$ cat src/hdl/tofcs_pkg.sv
// register map and field layout for the echo configuration and status bank
package tofcs_pkg;
   // register offsets
   localparam logic [3:0] OFS_ECHO_TX_CTRL      = 4'h4;
   localparam logic [3:0] OFS_RECEIVE_GAIN_CTRL = 4'h5;
   localparam logic [3:0] OFS_WINDOW_DELAY_LOW  = 4'h6;
   localparam logic [3:0] OFS_FAULT_FLAGS       = 4'h7;
   localparam logic [3:0] OFS_TIMEOUT_CTRL      = 4'h8;
   localparam logic [3:0] OFS_CLOCK_RATE        = 4'h9;
   // reset values
   localparam logic [7:0] RST_ECHO_TX_CTRL      = 8'h1F;
   localparam logic [7:0] RST_RECEIVE_GAIN_CTRL = 8'h00;
   localparam logic [7:0] RST_WINDOW_DELAY_LOW  = 8'h00;
   localparam logic [7:0] RST_TIMEOUT_CTRL      = 8'h19;
   localparam logic [7:0] RST_CLOCK_RATE        = 8'h00;
   // echo_tx_ctrl fields
   localparam int MULTI_ECHO_BIT   = 6;
   localparam int TRIG_EDGE_BIT    = 5;
   localparam int BURST_POS_MSB    = 4;
   // receive_gain_ctrl fields
   localparam int GAIN_MSB         = 7;
   localparam int GAIN_LSB         = 5;
   localparam int GAIN_BYPASS_BIT  = 4;
   localparam int LNA_BYPASS_BIT   = 3;
   localparam int LOW_NOISE_AMP_FEEDBACK_BIT       = 2;
   localparam int DELAY_HI_MSB     = 1;
   // fault_flags fields
   localparam int WEAK_BIT         = 2;
   localparam int NO_ECHO_BIT      = 1;
   localparam int OVERRANGE_BIT    = 0;
   // timeout_ctrl fields
   localparam int SHORT_FORCE_BIT  = 6;
   localparam int BLANK_MSB        = 5;
   localparam int BLANK_LSB        = 3;
   localparam int TIMEOUT_DIS_BIT  = 2;
   localparam int WINDOW_MSB       = 1;
   // clock rate field
   localparam int HALVER_BIT       = 2;
   // echo threshold code that enables overrange reporting
   localparam logic [2:0] THRESH_MAX = 3'h7;
   // zero events code means 32 stop pulses
   localparam logic [5:0] STOP_ALL  = 6'h20;
endpackage : tofcs_pkg

$ cat src/hdl/tofcs_regs.sv
// echo configuration and status register bank with fault flags
//
// Chosen here: the plain strobed port.
`timescale 1ns/1ps
`default_nettype none
module tofcs_regs
   import tofcs_pkg::*;
(
   input  wire logic       ref_clk_in,
   input  wire logic       rst_n_in,
   input  wire logic [3:0] addr_in,
   input  wire logic [7:0] wdata_in,
   input  wire logic       wr_in,
   input  wire logic       rd_in,
   output logic      [7:0] rdata_out,
   input  wire logic [2:0] rx_event_code_in,
   input  wire logic [2:0] echo_threshold_code_in,
   input  wire logic       echo_timeout_in,
   input  wire logic       echo_seen_in,
   input  wire logic [5:0] crossing_count_in,
   input  wire logic       overrange_in,
   output logic            multi_echo_out,
   output logic            trigger_edge_select_out,
   output logic      [4:0] burst_invert_position_out,
   output logic      [2:0] amp_gain_code_out,
   output logic      [4:0] amp_gain_db_out,
   output logic            gain_amp_bypass_out,
   output logic            low_noise_amp_bypass_out,
   output logic            low_noise_amp_feedback_out,
   output logic      [9:0] window_delay_out,
   output logic            short_flight_force_out,
   output logic      [2:0] short_flight_blank_len_out,
   output logic     [10:0] blank_periods_out,
   output logic            echo_timeout_disable_out,
   output logic      [1:0] listen_window_len_out,
   output logic     [10:0] window_periods_out,
   output logic      [5:0] stop_pulse_count_out,
   output logic            input_clock_halver_out,
   output logic            base_tick_out,
   output logic            meas_reset_out,
   output logic            weak_echo_flag_out,
   output logic            no_echo_flag_out,
   output logic            echo_overrange_flag_out,
   output logic            fault_out_n
);
   logic [7:0] echo_tx_ff;
   logic [7:0] gain_ff;
   logic [7:0] delay_lo_ff;
   logic [7:0] timeout_ff;
   logic [7:0] clk_rate_ff;
   logic [2:0] flags_ff;
   logic [2:0] nxt_flags;
   logic [2:0] ev_s1_ff;
   logic [2:0] ev_s2_ff;
   logic [2:0] prev_ev_ff;
   logic [2:0] rx_s1_ff;
   logic [2:0] rx_s2_ff;
   logic [2:0] th_s1_ff;
   logic [2:0] th_s2_ff;
   logic [5:0] cc_s1_ff;
   logic [5:0] cc_s2_ff;
   logic       base_div_ff;
   logic       wr_flags;
   logic       timeout_rise;
   logic       seen_rise;
   logic       over_rise;

   // periods are eight or 128 base periods shifted by a code
   function automatic logic [10:0] periods(input logic [10:0] base_val, input logic [2:0] code);
      periods = base_val << code;
   endfunction

   function automatic logic wr_hit(input logic [3:0] ofs);
      wr_hit = wr_in && (addr_in == ofs);
   endfunction

   // configuration registers, every bit of the written byte stored
   always_ff @(posedge ref_clk_in or negedge rst_n_in) begin
      if (!rst_n_in) begin
         echo_tx_ff  <= RST_ECHO_TX_CTRL;
         gain_ff     <= RST_RECEIVE_GAIN_CTRL;
         delay_lo_ff <= RST_WINDOW_DELAY_LOW;
         timeout_ff  <= RST_TIMEOUT_CTRL;
         clk_rate_ff <= RST_CLOCK_RATE;
      end else begin
         if (wr_hit(OFS_ECHO_TX_CTRL)) begin
            echo_tx_ff <= wdata_in;
         end
         if (wr_hit(OFS_RECEIVE_GAIN_CTRL)) begin
            gain_ff <= wdata_in;
         end
         if (wr_hit(OFS_WINDOW_DELAY_LOW)) begin
            delay_lo_ff <= wdata_in;
         end
         if (wr_hit(OFS_TIMEOUT_CTRL)) begin
            timeout_ff <= wdata_in;
         end
         if (wr_hit(OFS_CLOCK_RATE)) begin
            clk_rate_ff <= wdata_in;
         end
      end
   end

   // two-stage synchronisers for measurement-side inputs
   always_ff @(posedge ref_clk_in or negedge rst_n_in) begin
      if (!rst_n_in) begin
         ev_s1_ff   <= 3'h0;
         ev_s2_ff   <= 3'h0;
         prev_ev_ff <= 3'h0;
         rx_s1_ff   <= 3'h0;
         rx_s2_ff   <= 3'h0;
         th_s1_ff   <= 3'h0;
         th_s2_ff   <= 3'h0;
         cc_s1_ff   <= 6'h00;
         cc_s2_ff   <= 6'h00;
      end else begin
         ev_s1_ff   <= {overrange_in, echo_seen_in, echo_timeout_in};
         ev_s2_ff   <= ev_s1_ff;
         prev_ev_ff <= ev_s2_ff;
         rx_s1_ff   <= rx_event_code_in;
         rx_s2_ff   <= rx_s1_ff;
         th_s1_ff   <= echo_threshold_code_in;
         th_s2_ff   <= th_s1_ff;
         cc_s1_ff   <= crossing_count_in;
         cc_s2_ff   <= cc_s1_ff;
      end
   end

   assign timeout_rise = ev_s2_ff[0] && !prev_ev_ff[0];
   assign seen_rise    = ev_s2_ff[1] && !prev_ev_ff[1];
   assign over_rise    = ev_s2_ff[2] && !prev_ev_ff[2];
   assign wr_flags     = wr_hit(OFS_FAULT_FLAGS);

   // sticky fault flags, a new event wins over a clear
   always_comb begin
      nxt_flags = flags_ff;
      if (wr_flags && wdata_in[OVERRANGE_BIT]) begin
         nxt_flags = 3'h0;
      end
      if (timeout_rise && !timeout_ff[TIMEOUT_DIS_BIT]) begin
         if (!ev_s2_ff[1] && !seen_rise) begin
            nxt_flags[NO_ECHO_BIT] = 1'b1;
         end else if ({3'h0, cc_s2_ff} < {3'h0, stop_count(rx_s2_ff)}) begin
            nxt_flags[WEAK_BIT] = 1'b1;
         end
      end
      if (over_rise && (th_s2_ff == THRESH_MAX)) begin
         nxt_flags[OVERRANGE_BIT] = 1'b1;
      end
   end

   // zero-bit writes leave flags alone
   always_ff @(posedge ref_clk_in or negedge rst_n_in) begin
      if (!rst_n_in) begin
         flags_ff <= 3'h0;
      end else begin
         flags_ff <= nxt_flags;
      end
   end

   // expected stop pulses for an event code
   function automatic logic [5:0] stop_count(input logic [2:0] code);
      stop_count = (code == 3'h0) ? STOP_ALL : {3'h0, code};
   endfunction

   // measurement reset pulse on write one to no-echo bit
   always_ff @(posedge ref_clk_in or negedge rst_n_in) begin
      if (!rst_n_in) begin
         meas_reset_out <= 1'b0;
      end else begin
         meas_reset_out <= wr_flags && wdata_in[NO_ECHO_BIT];
      end
   end

   // base period tick, every clock or every second clock
   always_ff @(posedge ref_clk_in or negedge rst_n_in) begin
      if (!rst_n_in) begin
         base_div_ff   <= 1'b0;
         base_tick_out <= 1'b0;
      end else begin
         base_div_ff   <= clk_rate_ff[HALVER_BIT] ? !base_div_ff : 1'b0;
         base_tick_out <= !clk_rate_ff[HALVER_BIT] || base_div_ff;
      end
   end

   // read data, one cycle after the strobe
   always_ff @(posedge ref_clk_in or negedge rst_n_in) begin
      if (!rst_n_in) begin
         rdata_out <= 8'h00;
      end else if (rd_in) begin
         unique case (addr_in)
            OFS_ECHO_TX_CTRL:      rdata_out <= echo_tx_ff;
            OFS_RECEIVE_GAIN_CTRL: rdata_out <= gain_ff;
            OFS_WINDOW_DELAY_LOW:  rdata_out <= delay_lo_ff;
            OFS_FAULT_FLAGS:       rdata_out <= {5'h00, flags_ff};
            OFS_TIMEOUT_CTRL:      rdata_out <= timeout_ff;
            OFS_CLOCK_RATE:        rdata_out <= clk_rate_ff;
            default:               rdata_out <= 8'h00;
         endcase
      end else begin
         rdata_out <= 8'h00;
      end
   end

   // decoded configuration outputs, registered
   always_ff @(posedge ref_clk_in or negedge rst_n_in) begin
      if (!rst_n_in) begin
         multi_echo_out             <= 1'b0;
         trigger_edge_select_out    <= 1'b0;
         burst_invert_position_out  <= 5'h1F;
         amp_gain_code_out          <= 3'h0;
         amp_gain_db_out            <= 5'h00;
         gain_amp_bypass_out        <= 1'b0;
         low_noise_amp_bypass_out   <= 1'b0;
         low_noise_amp_feedback_out <= 1'b0;
         window_delay_out           <= 10'h000;
         short_flight_force_out     <= 1'b0;
         short_flight_blank_len_out <= 3'h3;
         blank_periods_out          <= 11'h040;
         echo_timeout_disable_out   <= 1'b0;
         listen_window_len_out      <= 2'h1;
         window_periods_out         <= 11'h100;
         stop_pulse_count_out       <= STOP_ALL;
         input_clock_halver_out     <= 1'b0;
      end else begin
         multi_echo_out             <= echo_tx_ff[MULTI_ECHO_BIT];
         trigger_edge_select_out    <= echo_tx_ff[TRIG_EDGE_BIT];
         burst_invert_position_out  <= echo_tx_ff[BURST_POS_MSB:0];
         amp_gain_code_out          <= gain_ff[GAIN_MSB:GAIN_LSB];
         amp_gain_db_out            <= {2'h0, gain_ff[GAIN_MSB:GAIN_LSB]} * 5'h03;
         gain_amp_bypass_out        <= gain_ff[GAIN_BYPASS_BIT];
         low_noise_amp_bypass_out   <= gain_ff[LNA_BYPASS_BIT];
         low_noise_amp_feedback_out <= gain_ff[LOW_NOISE_AMP_FEEDBACK_BIT];
         window_delay_out           <= {gain_ff[DELAY_HI_MSB:0], delay_lo_ff};
         short_flight_force_out     <= timeout_ff[SHORT_FORCE_BIT];
         short_flight_blank_len_out <= timeout_ff[BLANK_MSB:BLANK_LSB];
         blank_periods_out          <= periods(11'h008, timeout_ff[BLANK_MSB:BLANK_LSB]);
         echo_timeout_disable_out   <= timeout_ff[TIMEOUT_DIS_BIT];
         listen_window_len_out      <= timeout_ff[WINDOW_MSB:0];
         window_periods_out         <= periods(11'h080, {1'b0, timeout_ff[WINDOW_MSB:0]});
         stop_pulse_count_out       <= stop_count(rx_s2_ff);
         input_clock_halver_out     <= clk_rate_ff[HALVER_BIT];
      end
   end

   // flag outputs and active-low fault pin
   always_ff @(posedge ref_clk_in or negedge rst_n_in) begin
      if (!rst_n_in) begin
         weak_echo_flag_out      <= 1'b0;
         no_echo_flag_out        <= 1'b0;
         echo_overrange_flag_out <= 1'b0;
         fault_out_n             <= 1'b1;
      end else begin
         weak_echo_flag_out      <= nxt_flags[WEAK_BIT];
         no_echo_flag_out        <= nxt_flags[NO_ECHO_BIT];
         echo_overrange_flag_out <= nxt_flags[OVERRANGE_BIT];
         fault_out_n             <= ~|nxt_flags;
      end
   end
endmodule : tofcs_regs
`default_nettype wire

$ cat config.mk
export PLATFORM = sky130hd
export DESIGN_NAME = tofcs_regs
export DESIGN_NICKNAME = d
export VERILOG_FILES = /design/src/hdl/tofcs_pkg.sv /design/src/hdl/tofcs_regs.sv
export SDC_FILE = /design/constraint.sdc
export NUM_CORES = 1
export LEC_CHECK = 0
export BUFFER_PORTS_ARGS = -buffer_cell sky130_fd_sc_hd__buf_2
export CAP_MARGIN = 20
export CELL_PAD_IN_SITES_DETAIL_PLACEMENT = 0
export CELL_PAD_IN_SITES_GLOBAL_PLACEMENT = 1
export CORE_UTILIZATION = 45
export DETAILED_ROUTE_END_ITERATION = 12
export PLACE_DENSITY_LB_ADDON = 0.1
export SLEW_MARGIN = 20
export SYNTH_ARGS = -nofsm -noshare
export SYNTH_HDL_FRONTEND = slang
export SYNTH_SLANG_ARGS = --single-unit
$ cat constraint.sdc
create_clock -name ref_clk_in -period 6.3 [get_ports ref_clk_in]
set_clock_uncertainty 0.1 [all_clocks]
set_input_delay 1.89 -clock ref_clk_in [delete_from_list [all_inputs] [get_ports ref_clk_in]]
set_output_delay 1.89 -clock ref_clk_in [all_outputs]
set_load 0.02 [all_outputs]
==> out/metrics.cfg, run 1 <==
[timing]
fin_ws_ps=3120
setup_viol=0
period_share=0.504
fmax_mhz=315
rsz0062_at_grt=false
tns_ps=0
worst_slew_pin_slew_ps=798
hold_viol_final=0
finalCriticalPeriod_ps=3180
slew_violations=0
slew_headroom=0.468

[routing]
ant_nets=0
wl_per_cell_um=15.7
drcViolationCount=0
vias_per_cell=4.71
num_vias=2628
drt_wl_total_mm=8.79
dr.pass1.iters=4
initialDrtViolationCount=58

[global_route]
antenna_found_initial=0
grt_max_degree=90
grt_usage=0.170
grt_pass1_vias=2592
grt_pass1_wl_mm=13.9
overflow=0

[worst_setup_path]
worstPathMaxFanout=1
start_kind=flip-flop
crit_type=reg -> out
slowest_stage=dfstp_2
cp-end-kind=primary output
crit_chain=buf_2
critical-path-top-delay-family=flip-flops
rr_startpoint=rx_s2_ff[2]
critical-path-max-stage-delay_ps=520
cp_data_required_time_ps=4310
crit_start=fault_out_n
path_buf_inv=1
cp.arrival_ps=1190

[clocking]
clk_pin_slew_ps=60
cts_made_buffers=17
clock_latency_ps=520
cts_root_buf=clkbuf_8
cts_hold_buf=0
htree_levels=4
clock_sinks=138
cts.path.max_buffers=2
postCtsResizedCells=0
post_cts_buffers=0
cts_tree=yes

[place]
dp_slack_ps=2670
dpl.hpwl_mm=5.65
gp_congestion=0.763
port_buffers=96

[job]
drv.max_cap_violation_count=0

[floorplanning]
die_x_um=107
pin_count=109
die_height_um=107
dieArea_um2=11300
rows=37
core_region_area_um2=10500
start_util=0.470

[worst_hold_path]
hold_path_class=reg -> reg
hp-start=ev_s1_ff[2]

[outcome]
status=completed

[logic_synthesis]
mappedNetlistArea_um2=4920
ys_ff_latch=138
synth_area_per_cell_um2=16.1
ys_types=48
synth.area.top_cells=dfrtp_1 60%, dfstp_2 11%, mux2_2 8.5%, mux2i_1 2.6%, buf_4 2.0%
yosys.area.top_type=dfrtp_1
yosys.area.top_type_share=0.601
ys_seq_area_frac=0.708
yosys_warnings=0
synthCells=306

[power_and_ir_drop]
ir_drop_mv=0.195
p_per_area_nw_per_um2=422
p_leak_nw=2.95

[cells_and_area]
drive_above_1_share=0.472
regArea_um2=3480
antenna_cells=0
nFillCells=881
multi_input_area_um2=1290
fin_nets=446
area_growth_pct=24.1

-- final cells by class --
type / count / area share
flip-flops and latches: 138 / 0.570
multi-input cells: 151 / 0.212
repair buffers: 97 / 0.0810
clock buffers: 23 / 0.0798
well taps: 136 / 0.0279
clock inverters: 9 / 0.0263
inverters: 4 / 0.00246
-- per-stage QoR --
step | cells | total power [W] | hold slack [ps] | util | area [um^2]
floorplan | 317 | 0.00139 | 231 | - | 4960
global placement | 526 | 0.00153 | 232 | 0.521 | 5450
detailed placement | 526 | 0.00154 | 235 | 0.521 | 5450
CTS | 558 | 0.00261 | 247 | 0.583 | 6100
global route | 558 | 0.00269 | 253 | 0.583 | 6100
finish | 558 | 0.00258 | 249 | 0.583 | 6100
-- power breakdown --
group	internal (W)	total [W]	leakage, nW	switching [W]
combinational	0.000152	0.000371	0.990	0.000219
sequential	0.00106	0.00115	1.65	0.0000870
clock	0.000698	0.00106	0.307	0.000360
-- layout by cell type, fill, tap and decap left out, types with 2 or more instances in the layout --
| cell | Yosys | routed |
|---|---|---|
| mux2_2 | 37 | 37 |
| nor2b_4 | 2 | 2 |
| and3_1 | 2 | 2 |
| clkinvlp_4 | 0 | 3 |
| o22ai_1 | 5 | 5 |
| mux4_2 | 2 | 2 |
| and3b_1 | 2 | 2 |
| bufinv_16 | 0 | 4 |
| and2_1 | 9 | 9 |
| dfrtp_1 | 118 | 118 |
| conb_1 | 1 | 12 |
| o21ai_0 | 2 | 2 |
| nand2_1 | 8 | 8 |
| clkbuf_8 | 0 | 6 |
| dfstp_2 | 20 | 20 |
| buf_2 | 1 | 95 |
| mux2i_1 | 13 | 13 |
| nand2b_1 | 3 | 3 |
| nor3b_1 | 3 | 3 |
| clkbuf_16 | 0 | 16 |
| nor2b_1 | 3 | 3 |
| nor2_1 | 11 | 11 |
| ha_1 | 5 | 5 |
| inv_1 | 4 | 4 |
| mux2_1 | 3 | 3 |
| a21oi_1 | 6 | 6 |
-- cells by family (layout without fill, tap and decap cells) --
kind of cell,Yosys count,in the layout,share of synthesized area
buf+inv,28,133,0.0377
other cells,1,12,0.000763
compound gates,20,20,0.0303
fa+ha+maj,6,6,0.0168
mux,55,55,0.127
simple gates,57,57,0.0779
xor+xnor,1,1,0.00178
flops,138,138,0.708
-- worst paths after layout --
kind | endpoint | slack [ps] | cells after the start
hold reg to reg | ev_s2_ff[2] | 250 | 0
hold / removal | ev_s2_ff[2] | 250 | 0
setup / recovery | fault_out_n | 3120 | 1
min in group asynchronous | rdata_out[4] | 1330 | 1
max in group asynchronous | rdata_out[2] | 3680 | 2
setup reg to reg | fault_out_n | 4190 | 6
-- metal layers --
metal | global-route usage | share of wire | vias up
met5 | 0 | 0 | -
met4 | 0.0587 | 0.011 | 0
met3 | 0.0687 | 0.058 | 12
met2 | 0.239 | 0.46 | 78
met1 | 0.239 | 0.47 | 1306
li1 | - | - | 1232
-- Yosys cell counts, drive strengths merged --
| library cell | instances |
|---|---|
| dfrtp | 118 |
| mux2 | 40 |
| dfstp | 20 |
| buf | 18 |
| mux2i | 13 |
| nor2 | 12 |
| and2 | 10 |
| nand2 | 9 |
| a21oi | 6 |
| clkbuf | 6 |
| ha | 5 |
| nor2b | 5 |
| o22ai | 5 |
| inv | 4 |
| and3 | 3 |
| nand2b | 3 |
| nand3 | 3 |
| nor3 | 3 |
| nor3b | 3 |
| and3b | 2 |
| mux4 | 2 |
| o21ai | 2 |
| o2bb2ai | 2 |
| a22o | 1 |
| a31oi | 1 |
| a32oi | 1 |
| and4b | 1 |
| conb | 1 |
| fa | 1 |
| nor4 | 1 |
| o221ai | 1 |
| o31a | 1 |
| or3 | 1 |
| or4b | 1 |
| xor2 | 1 |
-- registers in the layout (all words and copies together) (netlist names), 3 cells and up --
register and flops:
window_delay_out 10, blank_periods_out 8, clk_rate_ff 8, delay_lo_ff 8, echo_tx_ff 8, gain_ff 8
rdata_out 8, timeout_ff 8, cc_s1_ff 6, cc_s2_ff 6, amp_gain_db_out 5, burst_invert_position_out 5
stop_pulse_count_out 4, window_periods_out 4, ev_s1_ff 3, ev_s2_ff 3, flags_ff 3, rx_s1_ff 3
rx_s2_ff 3, short_flight_blank_len_out 3, th_s1_ff 3, th_s2_ff 3
No activity file was read; power rests on OpenSTA's default activity.
==> run 2, diff against run 1 <==
--- a/config.mk
+++ b/config.mk
@@ -9,7 +9,7 @@
 export CAP_MARGIN = 20
 export CELL_PAD_IN_SITES_DETAIL_PLACEMENT = 0
 export CELL_PAD_IN_SITES_GLOBAL_PLACEMENT = 1
-export CORE_UTILIZATION = 45
+export CORE_UTILIZATION = 40
 export DETAILED_ROUTE_END_ITERATION = 12
 export PLACE_DENSITY_LB_ADDON = 0.1
 export SLEW_MARGIN = 20
==> constraint.sdc (replaced) <==
create_clock -name ref_clk_in -period 2.6 [get_ports ref_clk_in]
set_clock_uncertainty 0.1 [all_clocks]
set_input_delay 0.78 -clock ref_clk_in [delete_from_list [all_inputs] [get_ports ref_clk_in]]
set_output_delay 0.78 -clock ref_clk_in [all_outputs]
set_load 0.02 [all_outputs]
==> out/metrics.cfg, run 2 (synthesis gave the netlist of run 1 again) <==
[outcome]
status=completed

[clocking]
post_cts_buffers=0
cts_root_buf=clkbuf_16
clock_sinks=138
cts.path.max_buffers=2
cts_made_buffers=17
clk_pin_slew_ps=60
cts_hold_buf=0
cts_tree=yes
htree_levels=4
postCtsResizedCells=0
clock_latency_ps=410

[routing]
ant_nets=0
vias_per_cell=4.72
num_vias=2712
initialDrtViolationCount=78
drt_wl_total_mm=9.31
drcViolationCount=0
wl_per_cell_um=16.2
dr.pass1.iters=4

[cells_and_area]
nFillCells=1057
final_common_cell=dfrtp_1
area_growth_pct=25.0
fin_nets=453
final_cell_mix=118 x dfrtp_1, 95 x buf_2, 37 x mux2_2
drive_above_1_share=0.481
largest_reg_flops=10
largest-register=window_delay_out
antenna_cells=0

[global_route]
overflow=0
antenna_found_initial=0
grt_pass1_wl_mm=14.7
grt_pass1_vias=2686
grtUsageMet1=0.212
grt_max_degree=48
grt_use_met2=0.236
grt_usage=0.160
grt.busiest_layer=met2
use_met3=0.0498

[place]
gp_congestion=0.727
port_buffers=96
dpl.hpwl_mm=6.26

[timing]
hold_viol_final=0
slew_violations=0
period_share=0.821
rsz0062_at_grt=false
finalHoldWorstSlack_ps=187
fmax_mhz=468
tns_ps=0
setup_viol=0
finalCriticalPeriod_ps=2140

[power_and_ir_drop]
combPwrFrac=0.151
p_leak_nw=2.97
pwr-share-seq=0.456
p_int_w=0.00449
p_per_area_nw_per_um2=993
power.share.clock=0.393
ir_drop_mv=0.483
switching_power_w=0.00161
power.share.switching=0.264

[worst_setup_path]
worstPathMaxFanout=3
cp-end-kind=flip-flop
cp.arrival_ps=2370
crit_type=reg -> reg
cp_data_required_time_ps=2840
start_kind=flip-flop

[worst_hold_path]
hold_path_class=in -> async

[floorplanning]
dieArea_um2=12700
die_x_um=113
pin_count=109
rows=40
start_util=0.409
core_region_area_um2=12000
die_height_um=113

[job]
drv.max_cap_violation_count=0

[run 2: changes by cell type in the layout (fill, tap and decap cells not counted)]
cell        previous run  this run
clkbuf_16             16        17
clkinv_2               0         4
clkbuf_1               1         0
bufinv_16              4         3
buf_12                 0         2
clkbuf_8               6         2
inv_6                  1         0
clkinvlp_4             3         4
buf_4                  1         6
[run 2: worst paths after layout]
| kind | from | endpoint | slack (ps) | cells after the start |
|---|---|---|---|---|
| setup reg to reg | rx_s2_ff[2] | fault_out_n | 460 | 6 |
| setup / recovery | rx_s2_ff[2] | fault_out_n | 460 | 6 |
| min in group ref_clk_in | cc_s1_ff[4] | cc_s2_ff[4] | 250 | 0 |
| hold reg to reg | cc_s1_ff[4] | cc_s2_ff[4] | 250 | 0 |
| max in group asynchronous | rst_n_in | burst_invert_position_out[1] | 1570 | 2 |
| hold / removal | rst_n_in | timeout_ff[5] | 190 | 1 |
[run 2: worst max-delay path, cell delays in order, from the launching register on]
cell	delay, ps
dfrtp_1	390
or3_1	440
ha_1	320
o31a_1	110
or4b_4	490
o2bb2ai_4	160
nor3_2	50
[run 2: layout make-up]
type	instances	area, um^2	area share
Sequential cell	138	3480	0.566
Multi-Input combinational cell	151	1290	0.211
Timing Repair Buffer	104	572	0.0931
Clock buffer	19	453	0.0737
Tap cell	147	184	0.0299
Clock inverter	12	149	0.0242
Inverter	4	15.0	0.00244
[run 2: metal layers]
metal	share of wire	wire length (um)	up-vias
li1	-	-	1245
met5	0	0	-
met2	0.46	4300	78
met1	0.47	4410	1376
met3	0.043	403	13
met4	0.021	199	0
[run 2: metrics by stage]
stage / worst slack (ps) / instance area, um^2 / utilization / instances / power, W
final: 465 / 6140 / 0.512 / 575 / 0.00610
after CTS: 457 / 6140 / 0.512 / 575 / 0.00619
after floorplan: 602 / 4960 / - / 317 / 0.00338
after detailed placement: 341 / 5540 / 0.461 / 544 / 0.00376
after global placement: 388 / 5540 / 0.461 / 544 / 0.00375
after global routing: 405 / 6140 / 0.512 / 575 / 0.00639
[run 2: power groups by stage]
stage | Clock [W] | Sequential (W) | Combinational [W]
global placement | 0 | 0.00282 | 0.000926
floorplan | 0 | 0.00301 | 0.000368
detailed placement | 0 | 0.00283 | 0.000931
global route | 0.00255 | 0.00284 | 0.00100
CTS | 0.00246 | 0.00279 | 0.000935
finish | 0.00240 | 0.00279 | 0.000921
